`config.mk`:
```
export PLATFORM = sky130hd
export DESIGN_NAME = loop_test_unit
export DESIGN_NICKNAME = d
export VERILOG_FILES = /design/src/common/loop_test_pkg.sv /design/src/pin_sync.sv /design/src/loop_test_unit.sv
export SDC_FILE = /design/constraint.sdc
export NUM_CORES = 1
export LEC_CHECK = 0
export ABC_AREA = 1
export BUFFER_PORTS_ARGS = -buffer_cell sky130_fd_sc_hd__buf_2
export CORE_UTILIZATION = 60
export CTS_CLUSTER_SIZE = 14
export DETAILED_ROUTE_END_ITERATION = 10
export PLACE_DENSITY = 0.8
export RECOVER_POWER = 50
export SETUP_SLACK_MARGIN = 0.2
export SLEW_MARGIN = 0
export SYNTH_ARGS = -nofsm -noshare
export SYNTH_HDL_FRONTEND = slang
export SYNTH_SLANG_ARGS = --single-unit
```
`constraint.sdc`:
```
create_clock -name clk_sys -period 4.7 [get_ports clk_sys]
set_input_delay 1.175 -clock clk_sys [delete_from_list [all_inputs] [get_ports clk_sys]]
set_output_delay 1.175 -clock clk_sys [all_outputs]
set_load 0.005 [all_outputs]
```
`src/common/loop_test_pkg.sv`:
```
// constants shared by the loop-test unit and its helpers
// assumes a 100 MHz system clock and a 32-bit APB register port
package loop_test_pkg;
    // register byte offsets
    localparam logic [7:0] OFS_CTRL = 8'h00;
    localparam logic [7:0] OFS_CMD = 8'h04;
    localparam logic [7:0] OFS_STATUS = 8'h08;
    localparam logic [7:0] OFS_RESULT = 8'h0c;
    localparam logic [7:0] OFS_RANGE = 8'h10;
    // command bits
    localparam int CMD_START_BIT = 0;
    localparam int CMD_CLEAR_BIT = 1;
    // status bits
    localparam int STAT_BUSY_BIT = 0;
    localparam int STAT_DONE_BIT = 1;
    localparam int STAT_PHASE_BIT = 2;
    localparam int STAT_GEN_BIT = 3;
    // second control word fields; first word is the interrogation time
    localparam int TYPE_LSB = 0;
    localparam int TYPE_W = 4;
    localparam int CHAN_LSB = 4;
    localparam int CHAN_W = 2;
    localparam int MODE_BIT = 6;
    localparam logic [1:0] CHAN_SUM = 2'h0;
    localparam logic [1:0] CHAN_DIFF = 2'h1;
    localparam logic [1:0] CHAN_OMNI = 2'h2;
    localparam logic [15:0] CTRL_RESET = 16'h0000;
    // result words
    localparam int RESULT_WORDS = 11;
    localparam logic [3:0] RES_TOA = 4'h0;
    localparam logic [3:0] RES_AMP = 4'h1;
    localparam logic [3:0] RES_FLAGS = 4'h2;
    localparam logic [3:0] RES_DATA0 = 4'h3;
    localparam logic [3:0] RES_DATA3 = 4'h6;
    localparam logic [3:0] RES_CTRL1 = 4'h7;
    localparam logic [3:0] RES_CTRL2 = 4'h8;
    localparam logic [3:0] RES_COUNT = 4'h9;
    localparam logic [3:0] RES_END = 4'ha;
    localparam int FLAG_SIDE_BIT = 0;
    localparam int FLAG_ERR_BIT = 1;
    // timing
    localparam int CLK_HZ = 100_000_000;
    localparam int RANGE_HZ = 16_000_000;
    localparam int CLK_MHZ = CLK_HZ / 1_000_000;
    localparam int CHIP_NS = 500;
    localparam int CHIP_CYCLES = (CHIP_NS * CLK_MHZ + 999) / 1000;
    localparam int ATCRBS_BITS = 14;
    localparam int DABS_BITS = 56;
endpackage

```
`src/pin_sync.sv`:
```
// two-stage synchroniser for a group of asynchronous pin levels
// assumes each bit is an independent level, not a bus word
`timescale 1ns/1ps
module pin_sync #(
    parameter int WIDTH = 1
) (
    // clock and reset
    input wire logic clk_sys,
    input wire logic rst,
    // pins in, synchronised levels out
    input wire logic [WIDTH-1:0] pin_in,
    output logic [WIDTH-1:0] pin_out
);
    logic [WIDTH-1:0] meta_q;

    always_ff @(posedge clk_sys) begin
        if (rst) begin
            meta_q <= '0;
            pin_out <= '0;
        end else begin
            meta_q <= pin_in;
            pin_out <= meta_q;
        end
    end
endmodule

```
`src/loop_test_unit.sv`:
```
// loop-test unit: test interrogation injector and single-reply sampler
// assumes APB master on clk_sys; IF video, ADC and sync pins asynchronous
//
// Overview of operation
// - control words written in pairs, odd first
// - half pair never replaces settings in force
// - type picks pattern; zero disables generator
// - fire when range clock equals programmed time
// - interrogation never touches busy, done, interrupt
// - full reply clears busy, sets done, interrupts
// - on detection sample amplitude and data
// - eleven result words after each capture
// - boresight side valid only near balance
// - malformed DABS PPM sets error bit
// - results read in fixed order, any count
// - start resets sampler, uses held words
// - generator and sampler may run together
// - sampling begins on first leading edge
// - one reply per capture only
// - ATCRBS interrogation zeroes the range clock
// - at interrupt busy is zero, done one
//
// Our own choices: the address map and the APB interface to the registers.
`timescale 1ns/1ps
module loop_test_unit #(
    parameter int ADC_W = 10,
    parameter int CHIP_CYCLES = loop_test_pkg::CHIP_CYCLES,
    parameter int ATCRBS_BITS = loop_test_pkg::ATCRBS_BITS,
    parameter int DABS_BITS = loop_test_pkg::DABS_BITS
) (
    // clock and reset
    input wire logic clk_sys,
    input wire logic rst,
    // apb slave
    input wire logic psel,
    input wire logic penable,
    input wire logic pwrite,
    input wire logic [7:0] paddr,
    input wire logic [31:0] pwdata,
    output logic [31:0] prdata,
    output logic pready,
    output logic pslverr,
    // if video levels: sum, difference, omni
    input wire logic [2:0] if_pulse,
    input wire logic boresight_left,
    input wire logic atcrbs_interrog,
    // a/d converter
    output logic adc_start,
    output logic [1:0] adc_chan,
    input wire logic adc_done,
    input wire logic [ADC_W-1:0] adc_data,
    // interrogation injector
    output logic interrog_fire,
    output logic [3:0] interrog_type,
    // host handshake
    output logic busy,
    output logic done,
    output logic irq_req
);
    typedef enum logic [1:0] {
        ST_IDLE = 2'b00,
        ST_WAIT = 2'b01,
        ST_SAMPLE = 2'b10,
        ST_FINISH = 2'b11
    } reply_state_e;

    localparam int CHIP_CW = $clog2(CHIP_CYCLES + 1);
    localparam logic [CHIP_CW-1:0] CHIP_LAST = CHIP_CW'(CHIP_CYCLES - 1);
    localparam logic [CHIP_CW-1:0] CHIP_MID = CHIP_CW'(CHIP_CYCLES / 2);
    localparam logic [7:0] CHIPS_A = 8'(ATCRBS_BITS);
    localparam logic [7:0] CHIPS_D = 8'(2 * DABS_BITS);
    localparam logic [7:0] RANGE_STEP = 8'(loop_test_pkg::RANGE_HZ / 1_000_000);
    localparam logic [7:0] RANGE_MOD = 8'(loop_test_pkg::CLK_MHZ);

    // synchronised pins
    logic [5:0] pins_s;
    logic [2:0] video_s;
    logic left_s, atcrbs_s, adc_done_s;
    logic atcrbs_prev_q, adc_prev_q, video_prev_q;

    pin_sync #(.WIDTH(6)) u_sync (
        .clk_sys(clk_sys),
        .rst(rst),
        .pin_in({adc_done, atcrbs_interrog, boresight_left, if_pulse}),
        .pin_out(pins_s)
    );
    assign video_s = pins_s[2:0];
    assign left_s = pins_s[3];
    assign atcrbs_s = pins_s[4];
    assign adc_done_s = pins_s[5];

    // apb decode
    logic wr_acc, rd_acc, setup;
    assign setup = psel && !penable;
    assign wr_acc = psel && penable && pwrite;
    assign rd_acc = psel && penable && !pwrite;
    assign pready = 1'b1;

    function automatic logic mapped(input logic [7:0] a);
        mapped = (a == loop_test_pkg::OFS_CTRL) ||
                 (a == loop_test_pkg::OFS_CMD) ||
                 (a == loop_test_pkg::OFS_STATUS) ||
                 (a == loop_test_pkg::OFS_RESULT) ||
                 (a == loop_test_pkg::OFS_RANGE);
    endfunction

    logic cmd_wr, start, clear_io, ctrl_wr, result_rd;
    assign cmd_wr = wr_acc && (paddr == loop_test_pkg::OFS_CMD);
    assign start = cmd_wr && pwdata[loop_test_pkg::CMD_START_BIT];
    assign clear_io = cmd_wr && pwdata[loop_test_pkg::CMD_CLEAR_BIT];
    assign ctrl_wr = wr_acc && (paddr == loop_test_pkg::OFS_CTRL);
    assign result_rd = rd_acc && (paddr == loop_test_pkg::OFS_RESULT);

    // control word pair
    logic phase_q, gen_en_q;
    logic [15:0] pend1_q, word1_q, word2_q;
    logic pair_done;
    assign pair_done = ctrl_wr && phase_q;

    always_ff @(posedge clk_sys) begin
        if (rst) begin
            phase_q <= 1'b0;
            pend1_q <= loop_test_pkg::CTRL_RESET;
            word1_q <= loop_test_pkg::CTRL_RESET;
            word2_q <= loop_test_pkg::CTRL_RESET;
        end else if (ctrl_wr) begin
            phase_q <= !phase_q;
            if (!phase_q) begin
                pend1_q <= pwdata[15:0];
            end else begin
                word1_q <= pend1_q;
                word2_q <= pwdata[15:0];
            end
        end
    end

    logic [3:0] itype;
    logic [1:0] chan;
    logic dabs_mode;
    assign itype = word2_q[loop_test_pkg::TYPE_LSB +: loop_test_pkg::TYPE_W];
    assign chan = word2_q[loop_test_pkg::CHAN_LSB +: loop_test_pkg::CHAN_W];
    assign dabs_mode = word2_q[loop_test_pkg::MODE_BIT];

    // generator enable: a new pair or start enables, clear-I/O disables
    always_ff @(posedge clk_sys) begin
        if (rst) begin
            gen_en_q <= 1'b0;
        end else if (pair_done || start) begin
            gen_en_q <= 1'b1;
        end else if (clear_io) begin
            gen_en_q <= 1'b0;
        end
    end

    // 16 MHz range tick from fractional accumulator
    logic [7:0] acc_q, acc_sum;
    logic range_tick;
    assign acc_sum = acc_q + RANGE_STEP;
    assign range_tick = acc_sum >= RANGE_MOD;

    always_ff @(posedge clk_sys) begin
        if (rst) begin
            acc_q <= 8'h00;
        end else if (range_tick) begin
            acc_q <= acc_sum - RANGE_MOD;
        end else begin
            acc_q <= acc_sum;
        end
    end

    logic [15:0] range_q;
    logic atcrbs_rise;
    assign atcrbs_rise = atcrbs_s && !atcrbs_prev_q;

    always_ff @(posedge clk_sys) begin
        if (rst) begin
            atcrbs_prev_q <= 1'b0;
            range_q <= 16'h0000;
        end else begin
            atcrbs_prev_q <= atcrbs_s;
            if (atcrbs_rise) begin
                range_q <= 16'h0000;
            end else if (range_tick) begin
                range_q <= range_q + 16'h0001;
            end
        end
    end

    // interrogation injector; independent of busy and done
    always_ff @(posedge clk_sys) begin
        if (rst) begin
            interrog_fire <= 1'b0;
            interrog_type <= 4'h0;
        end else begin
            interrog_fire <= gen_en_q && (itype != 4'h0) && range_tick
                             && (range_q == word1_q);
            interrog_type <= itype;
        end
    end

    // reply sampler
    reply_state_e state_q;
    logic [CHIP_CW-1:0] chip_cnt_q;
    logic [7:0] chip_idx_q, chip_total;
    logic first_chip_q, err_q, side_q, amp_have_q;
    logic [63:0] data_q;
    logic [15:0] toa_q, end_q;
    logic [ADC_W-1:0] amp_q;
    logic [15:0] snap1_q, snap2_q;
    logic video_sel, lead_edge, chip_end, chip_mid;

    assign chip_total = dabs_mode ? CHIPS_D : CHIPS_A;
    assign video_sel = (chan == loop_test_pkg::CHAN_DIFF) ? video_s[1] :
                       (chan == loop_test_pkg::CHAN_OMNI) ? video_s[2] :
                       video_s[0];
    assign lead_edge = video_sel && !video_prev_q;
    assign chip_end = chip_cnt_q == CHIP_LAST;
    assign chip_mid = chip_cnt_q == CHIP_MID;
    assign adc_chan = chan;

    always_ff @(posedge clk_sys) begin
        if (rst) begin
            video_prev_q <= 1'b0;
        end else begin
            video_prev_q <= video_sel;
        end
    end

    always_ff @(posedge clk_sys) begin
        if (rst) begin
            state_q <= ST_IDLE;
            chip_cnt_q <= '0;
            chip_idx_q <= 8'h00;
        end else if (start) begin
            state_q <= ST_WAIT;
            chip_cnt_q <= '0;
            chip_idx_q <= 8'h00;
        end else if (clear_io) begin
            state_q <= ST_IDLE;
        end else begin
            unique case (state_q)
                ST_IDLE: begin
                    state_q <= ST_IDLE;
                end
                ST_WAIT: begin
                    if (lead_edge) begin
                        state_q <= ST_SAMPLE;
                        chip_cnt_q <= '0;
                    end
                end
                ST_SAMPLE: begin
                    chip_cnt_q <= chip_end ? '0 : chip_cnt_q + 1'b1;
                    if (chip_end) begin
                        chip_idx_q <= chip_idx_q + 8'h01;
                        if (chip_idx_q == chip_total - 8'h01) begin
                            state_q <= ST_FINISH;
                        end
                    end
                end
                ST_FINISH: begin
                    if (amp_have_q) begin
                        state_q <= ST_IDLE;
                    end
                end
            endcase
        end
    end

    // data bits, ppm check, arrival time, boresight side
    always_ff @(posedge clk_sys) begin
        if (rst) begin
            data_q <= 64'h0;
            first_chip_q <= 1'b0;
            err_q <= 1'b0;
            side_q <= 1'b0;
            toa_q <= 16'h0000;
            end_q <= 16'h0000;
            snap1_q <= loop_test_pkg::CTRL_RESET;
            snap2_q <= loop_test_pkg::CTRL_RESET;
        end else if (start) begin
            data_q <= 64'h0;
            err_q <= 1'b0;
        end else if (state_q == ST_WAIT && lead_edge) begin
            toa_q <= range_q;
            side_q <= left_s;
            snap1_q <= word1_q;
            snap2_q <= word2_q;
        end else if (state_q == ST_SAMPLE && chip_mid) begin
            if (!dabs_mode) begin
                data_q <= {data_q[62:0], video_sel};
            end else if (!chip_idx_q[0]) begin
                first_chip_q <= video_sel;
            end else begin
                data_q <= {data_q[62:0], first_chip_q};
                if (first_chip_q == video_sel) begin
                    err_q <= 1'b1;
                end
            end
        end else if (state_q == ST_FINISH && amp_have_q) begin
            end_q <= range_q;
        end
    end

    // a/d conversion on detection
    logic adc_rise;
    assign adc_rise = adc_done_s && !adc_prev_q;

    always_ff @(posedge clk_sys) begin
        if (rst) begin
            adc_prev_q <= 1'b0;
            adc_start <= 1'b0;
            amp_have_q <= 1'b0;
            amp_q <= '0;
        end else begin
            adc_prev_q <= adc_done_s;
            adc_start <= !start && state_q == ST_WAIT && lead_edge;
            if (start) begin
                amp_have_q <= 1'b0;
            end else if (adc_rise && state_q != ST_IDLE && state_q != ST_WAIT
                         && !amp_have_q) begin
                amp_q <= adc_data;
                amp_have_q <= 1'b1;
            end
        end
    end

    // busy and done handshake; completion wins over clear-I/O
    logic finish;
    assign finish = state_q == ST_FINISH && amp_have_q && !start;

    always_ff @(posedge clk_sys) begin
        if (rst) begin
            busy <= 1'b0;
            done <= 1'b0;
        end else if (start) begin
            busy <= 1'b1;
            done <= 1'b0;
        end else if (finish) begin
            busy <= 1'b0;
            done <= 1'b1;
        end else if (clear_io) begin
            busy <= 1'b0;
            done <= 1'b0;
        end
    end
    assign irq_req = done;

    // result words and read pointer
    function automatic logic [15:0] result_word(input logic [3:0] idx,
            input logic [63:0] d);
        logic [1:0] sel;
        sel = 2'(idx - loop_test_pkg::RES_DATA0);
        result_word = d[(3 - sel) * 16 +: 16];
    endfunction

    logic [3:0] ptr_q;
    logic [15:0] res_word;
    always_comb begin
        res_word = 16'h0000;
        if (ptr_q == loop_test_pkg::RES_TOA) begin
            res_word = toa_q;
        end else if (ptr_q == loop_test_pkg::RES_AMP) begin
            res_word = 16'(amp_q);
        end else if (ptr_q == loop_test_pkg::RES_FLAGS) begin
            res_word[loop_test_pkg::FLAG_SIDE_BIT] = side_q;
            res_word[loop_test_pkg::FLAG_ERR_BIT] = err_q;
        end else if (ptr_q >= loop_test_pkg::RES_DATA0 &&
                     ptr_q <= loop_test_pkg::RES_DATA3) begin
            res_word = result_word(ptr_q, data_q);
        end else if (ptr_q == loop_test_pkg::RES_CTRL1) begin
            res_word = snap1_q;
        end else if (ptr_q == loop_test_pkg::RES_CTRL2) begin
            res_word = snap2_q;
        end else if (ptr_q == loop_test_pkg::RES_COUNT) begin
            res_word = {8'h00, chip_idx_q};
        end else if (ptr_q == loop_test_pkg::RES_END) begin
            res_word = end_q;
        end
    end

    always_ff @(posedge clk_sys) begin
        if (rst) begin
            ptr_q <= 4'h0;
        end else if (start) begin
            ptr_q <= 4'h0;
        end else if (result_rd) begin
            ptr_q <= (ptr_q == loop_test_pkg::RES_END) ? 4'h0
                     : ptr_q + 4'h1;
        end
    end

    // apb read data, registered in the setup cycle
    always_ff @(posedge clk_sys) begin
        if (rst) begin
            prdata <= 32'h0;
            pslverr <= 1'b0;
        end else if (setup) begin
            pslverr <= !mapped(paddr);
            prdata <= 32'h0;
            if (!pwrite) begin
                unique case (paddr)
                    loop_test_pkg::OFS_CTRL: prdata <= {word2_q, word1_q};
                    loop_test_pkg::OFS_STATUS: begin
                        prdata[loop_test_pkg::STAT_BUSY_BIT] <= busy;
                        prdata[loop_test_pkg::STAT_DONE_BIT] <= done;
                        prdata[loop_test_pkg::STAT_PHASE_BIT] <= phase_q;
                        prdata[loop_test_pkg::STAT_GEN_BIT] <= gen_en_q;
                    end
                    loop_test_pkg::OFS_RESULT: prdata <= {16'h0000, res_word};
                    loop_test_pkg::OFS_RANGE: prdata <= {16'h0000, range_q};
                    default: prdata <= 32'h0;
                endcase
            end
        end
    end
endmodule

```
Word level (Yosys, flattened, before mapping)

Cells that the tools add are included.
Widths: inputs -> output; s select.

Register bits: 292
Bits of input ports: 61
Output and inout bits: 45
Word-level logic and storage cells: 181

Add/subtract/negate cells: 9
Magnitude comparators: 3
Equality and inequality tests: 30
Shift-type cells: 1
Multiplexer cells: 34
Bitwise logic cells: 6
Reductions and logical operators: 64

Operator list:

| operator              | count |
|---|---|
| $mux 64               | 2 |
| $mux 16               | 7 |
| $pmux 28 s3           | 1 |
| $shiftx 64x33->16     | 1 |
| $mux 32               | 1 |
| $logic_and 1x1->1     | 26 |
| $add 16x1->16 const B | 1 |
| $eq 16x16->1          | 1 |
| $eq 8x4->1 const B    | 2 |
| $ne 4x4->1 const B    | 4 |
| $pmux 4 s4            | 1 |
| $mux 14               | 1 |
| $eq 4x4->1 const B    | 3 |
| $mux 6                | 2 |
| $pmux 6 s2            | 1 |
| $reduce_and 4->1      | 3 |
| $mux 2                | 5 |
| $reduce_and 5->1      | 2 |
| $logic_not 1->1       | 9 |
| $mux 1                | 9 |
| $reduce_and 3->1      | 3 |
| $add 8x1->8 const B   | 1 |
| $add 8x5->8 const B   | 1 |
| $eq 8x3->1 const B    | 1 |
| other kinds (36)      | 59 |

Logic depth before layout (Yosys ltp)

Depth in word-level cells: 11
Gate-level depth with buffers: 17
Gate-level depth less buffers: 16

Hierarchy

Synthesis repeated with hierarchy kept, for this count alone.

Cell total of the unflattened synthesis: 1770
Area, all modules: 13126.3 µm²

Modules (own cells, without submodules):

| module         | times used | cells each | area an instance (µm²) | sequential area each (µm²) |
|---|---|---|---|---|
| loop_test_unit | 1          | 1733       | 12784.8                | 5565.3 |
| pin_sync       | 1          | 37         | 341.6                  | 240.2 |

Worst setup path after synthesis

Ideal clock, no wire load.

Path type: input -> register
From: in paddr[7]
To: reg end_q[6]
Library setup time: 119 ps
Data arrival time: 2359 ps
Required time: 4581 ps
Path slack: 2221 ps
Stages on the path: 11
Buffers on the path: 1
Cell sequence: nor2_1 -> nand3_1 -> inv_2 -> nand2_1 -> nor3_2 -> nand2_1 -> nand3_2 -> inv_2 -> buf_2 -> o21ai_1 -> a21oi_1

Longest elaborated chain between the ends: 5

Ends and longest elaborated chain:

| what                              | RTL line              | text |
|---|---|---|
| from (decl)                       | loop_test_unit.sv:38  | `input wire logic [7:0] paddr,` |
| $eq 8x3->1                        | loop_test_unit.sv:108 | `assign cmd_wr = wr_acc && (paddr == loop_test_pkg::OFS_CMD);` |
| $logic_and 1x1->1                 | loop_test_unit.sv:108 |  |
| $logic_and 1x1->1                 | loop_test_unit.sv:109 | `assign start = cmd_wr && pwdata[loop_test_pkg::CMD_START_BIT];` |
| $not 1->1 (no source line)        | n/a                   |  |
| $reduce_and 4->1 (no source line) | n/a                   |  |
| to (signal assigned)              | loop_test_unit.sv:300 | `end_q <= range_q;` |
| to (decl)                         | loop_test_unit.sv:207 | `logic [15:0] toa_q, end_q;` |

Every way passes these cells.
A chain may end at the register's enable or synchronous reset.

Worst setup path after layout

From: in paddr[1]
To: reg err_q

Longest elaborated chain between the ends: 4

Ends and longest elaborated chain:

| what                             | RTL line              | text |
|---|---|---|
| $eq 8x3->1                       | loop_test_unit.sv:108 |  |
| $logic_and 1x1->1                | loop_test_unit.sv:108 |  |
| $logic_and 1x1->1                | loop_test_unit.sv:109 |  |
| $reduce_or 2->1 (no source line) | n/a                   |  |
| to (signal assigned)             | loop_test_unit.sv:274 | `err_q <= 1'b0;` |
| to (signal assigned)             | loop_test_unit.sv:282 | `err_q <= 1'b0;` |
| to (signal assigned)             | loop_test_unit.sv:296 | `err_q <= 1'b1;` |
| to (decl)                        | loop_test_unit.sv:205 | `logic first_chip_q, err_q, side_q, amp_have_q;` |

Every way passes these cells.

==> flow_summary.toml <==
[cells_and_area]
final_common_cell = "nand2_1"
seq_area_um2 = 5810
final_cells = 2107
multiInputGateArea_um2 = 5760
syn2layout_area_growth_pct = 11.6
drive_gt1_frac = 0.0830
fillers = 1789
finish.net_count = 1889
final_cell_mix = "309 x nand2_1, 290 x a21oi_1, 290 x dfxtp_1, 194 x inv_1, 193 x o21ai_0"
antenna_cells = 0

[setup_path]
ff2ff_setup_slack_ns = 1.55
critPathCaptureType = "register"
cp.arrival_ns = 4.09
critical_path_class = "input pin to register"
cp_max_fo = 50
worstSetupStartpointType = "input pin"
cp.required_ns = 5.05

[synthesis]
yosysWarningCount = 0
synth_top_cell_by_area = "dfxtp_1"
ys_top_cells_by_area = "dfxtp_1 45%, a21oi_1 11%, nand2_1 9.1%"
synth_top_area_share = 0.454
synth_cell_types = 46
netlist_area_um2 = 12800
syn_area_per_cell_um2 = 7.21
synthCells = 1773
seq_area_frac_synth = 0.454
syn-num-nets = 1852
ys_ff_latch = 290

[clock_network]
clk_pin_slew_ns = 0.07
htree_levels = 1
cts_tree = "yes"
cts_resized = 0
cts_buffer_depth = 3
clock_latency_ns = 0.56
clkSinkCount = 290
cts_setup_buffers = 0
cts_hold_buf = 0
cts_made_buffers = 30
root_buffer = "clkbuf_16"

[status]
status = "complete, but fails checks"
violations = "max-capacitance violations, max-slew violations"

[sta]
finalSetupViolations = 0
finalCriticalPeriod_ns = 3.73
slew_headroom = -1.05
fmax_mhz = 268
worst-slew-pin-transition_ns = 3.07
fin_setup_tns_ns = 0
maxSlewViolCount = 241
rsz0062_at_grt = "no"
post-route-period-util = 0.795
final-hold-violation-count = 0
fin_skew_ns = 0.0125

[floorplanning]
die_h_um = 148
die_w_um = 148
core_area_um2 = 21000
io_pins = 106
dieArea_um2 = 21900
start_util = 0.610
rows = 53

[global_routing]
grt_pass1_vias = 11000
antenna_found_initial = 0
grt_pass1_wl_um = 55700
grtUsageTotal = 0.316
grt_max_degree = 125
grt-ovfl-total = 0

[placement]
dp.cells = 2053
place_hpwl_um = 23300
portBuffers = 88
gp_congestion = 0.930

[routing]
routedWlPerCell_um = 16.4
drc = 0
drtPass1Iterations = 5
antenna_left = 0
wl_um = 34600
first_iter_violations = 1362
routed_via_density = 5.71
num_vias = 12000

[power_and_ir_drop]
p_leak_nw = 5.42
power_density_nw_per_um2 = 395
peakVddDrop_uv = 365

[worst_hold_path]
worstHoldPathType = "register to register"

[run]
maxCapViolCount = 3
-- Yosys cell counts, drive strengths merged --
master / count
xnor2: 5
a221oi: 1
a211oi: 3
o21bai: 7
inv: 201
ha: 18
o2111ai: 1
conb: 1
o22ai: 23
clkinv: 4
nand4: 12
a31oi: 5
a32o: 4
nand2: 313
nand3b: 3
nor3b: 1
o41ai: 1
o31ai: 1
or3: 1
o21ai: 195
xor2: 13
buf: 40
nor3: 18
nand3: 82
o211ai: 7
o21a: 2
dfxtp: 290
nor4: 12
nor2: 150
or2: 1
clkbuf: 60
a22oi: 8
a21oi: 290
-- power by group --
group / leakage (nW) / total [mW] / internal [mW] / switching [mW]
Combinational: 2.56 / 0.483 / 0.157 / 0.326
Clock: 0.521 / 2.55 / 1.56 / 0.992
Sequential: 2.34 / 2.60 / 2.53 / 0.0624
Total: 5.42 / 5.63 / 4.25 / 1.38
-- area by class of cell --
type | count | share of cell area
Clock buffer | 40 | 0.0580
Clock inverter | 14 | 0.0164
Multi-Input combinational cell | 1178 | 0.404
Inverter | 205 | 0.0539
Tap cell | 275 | 0.0241
Timing Repair Buffer | 105 | 0.0370
Sequential cell | 290 | 0.407
-- worst max-delay path, cell delays in order --
cell,delay (ns)
buf_2,0.09
nor2_1,0.22
inv_1,0.11
nor3_1,0.17
nand4_1,0.19
nand2_1,0.18
clkbuf_1,1.75
nor2_1,0.14
-- state kept, by name, indices dropped and copies added (netlist names), 6 cells and up --
| signal | cells |
|---|---|
| pend1_q | 16 |
| amp_q | 10 |
| data_q | 64 |
| chip_idx_q | 8 |
| snap2_q | 16 |
| u_sync.pin_out | 6 |
| end_q | 16 |
| word1_q | 16 |
| prdata | 32 |
| word2_q | 16 |
| toa_q | 16 |
| chip_cnt_q | 6 |
| range_q | 16 |
| u_sync.meta_q | 6 |
| snap1_q | 16 |
| acc_q | 6 |
-- final timing paths --
path	startpoint	end	cells past startpoint
min reg2reg	u_sync.meta_q[0]	u_sync.pin_out[0]	2
min	u_sync.meta_q[0]	u_sync.pin_out[0]	2
max	paddr[1]	err_q	8
max reg2reg	state_q[0]	data_q[60]	9
-- cell families after synthesis --
kind of cell | share of synthesized area
AO/OA/AOI/OAI | 0.225
XOR/XNOR | 0.0123
adder cells (fa/ha/maj) | 0.0176
buffers and inverters | 0.0956
flip-flops | 0.454
other | 0.000293
AND/OR/NAND/NOR | 0.195
-- per-stage QoR --
stage               power [mW]  worst slack, ns  hold slack, ns  utilization  cell area [um^2]
finish                    5.63            0.966           0.397        0.681             14300
global route              5.83            0.722           0.420        0.681             14300
CTS                       5.64             1.60           0.397        0.683             14300
detailed placement        3.12             1.33           0.392        0.632             13300
global placement          3.10             1.44           0.391        0.632             13300
floorplan                 2.99             2.22           0.388            -             12800
-- routing by layer --
metal | track usage | wire length (um) | share of wire
met5 | 0 | 0 | 0
met4 | 0.153 | 1780 | 0.051
met3 | 0.0485 | 2710 | 0.078
met2 | 0.505 | 15500 | 0.45
met1 | 0.417 | 14700 | 0.42
No activity file was read; power rests on OpenSTA's default activity.
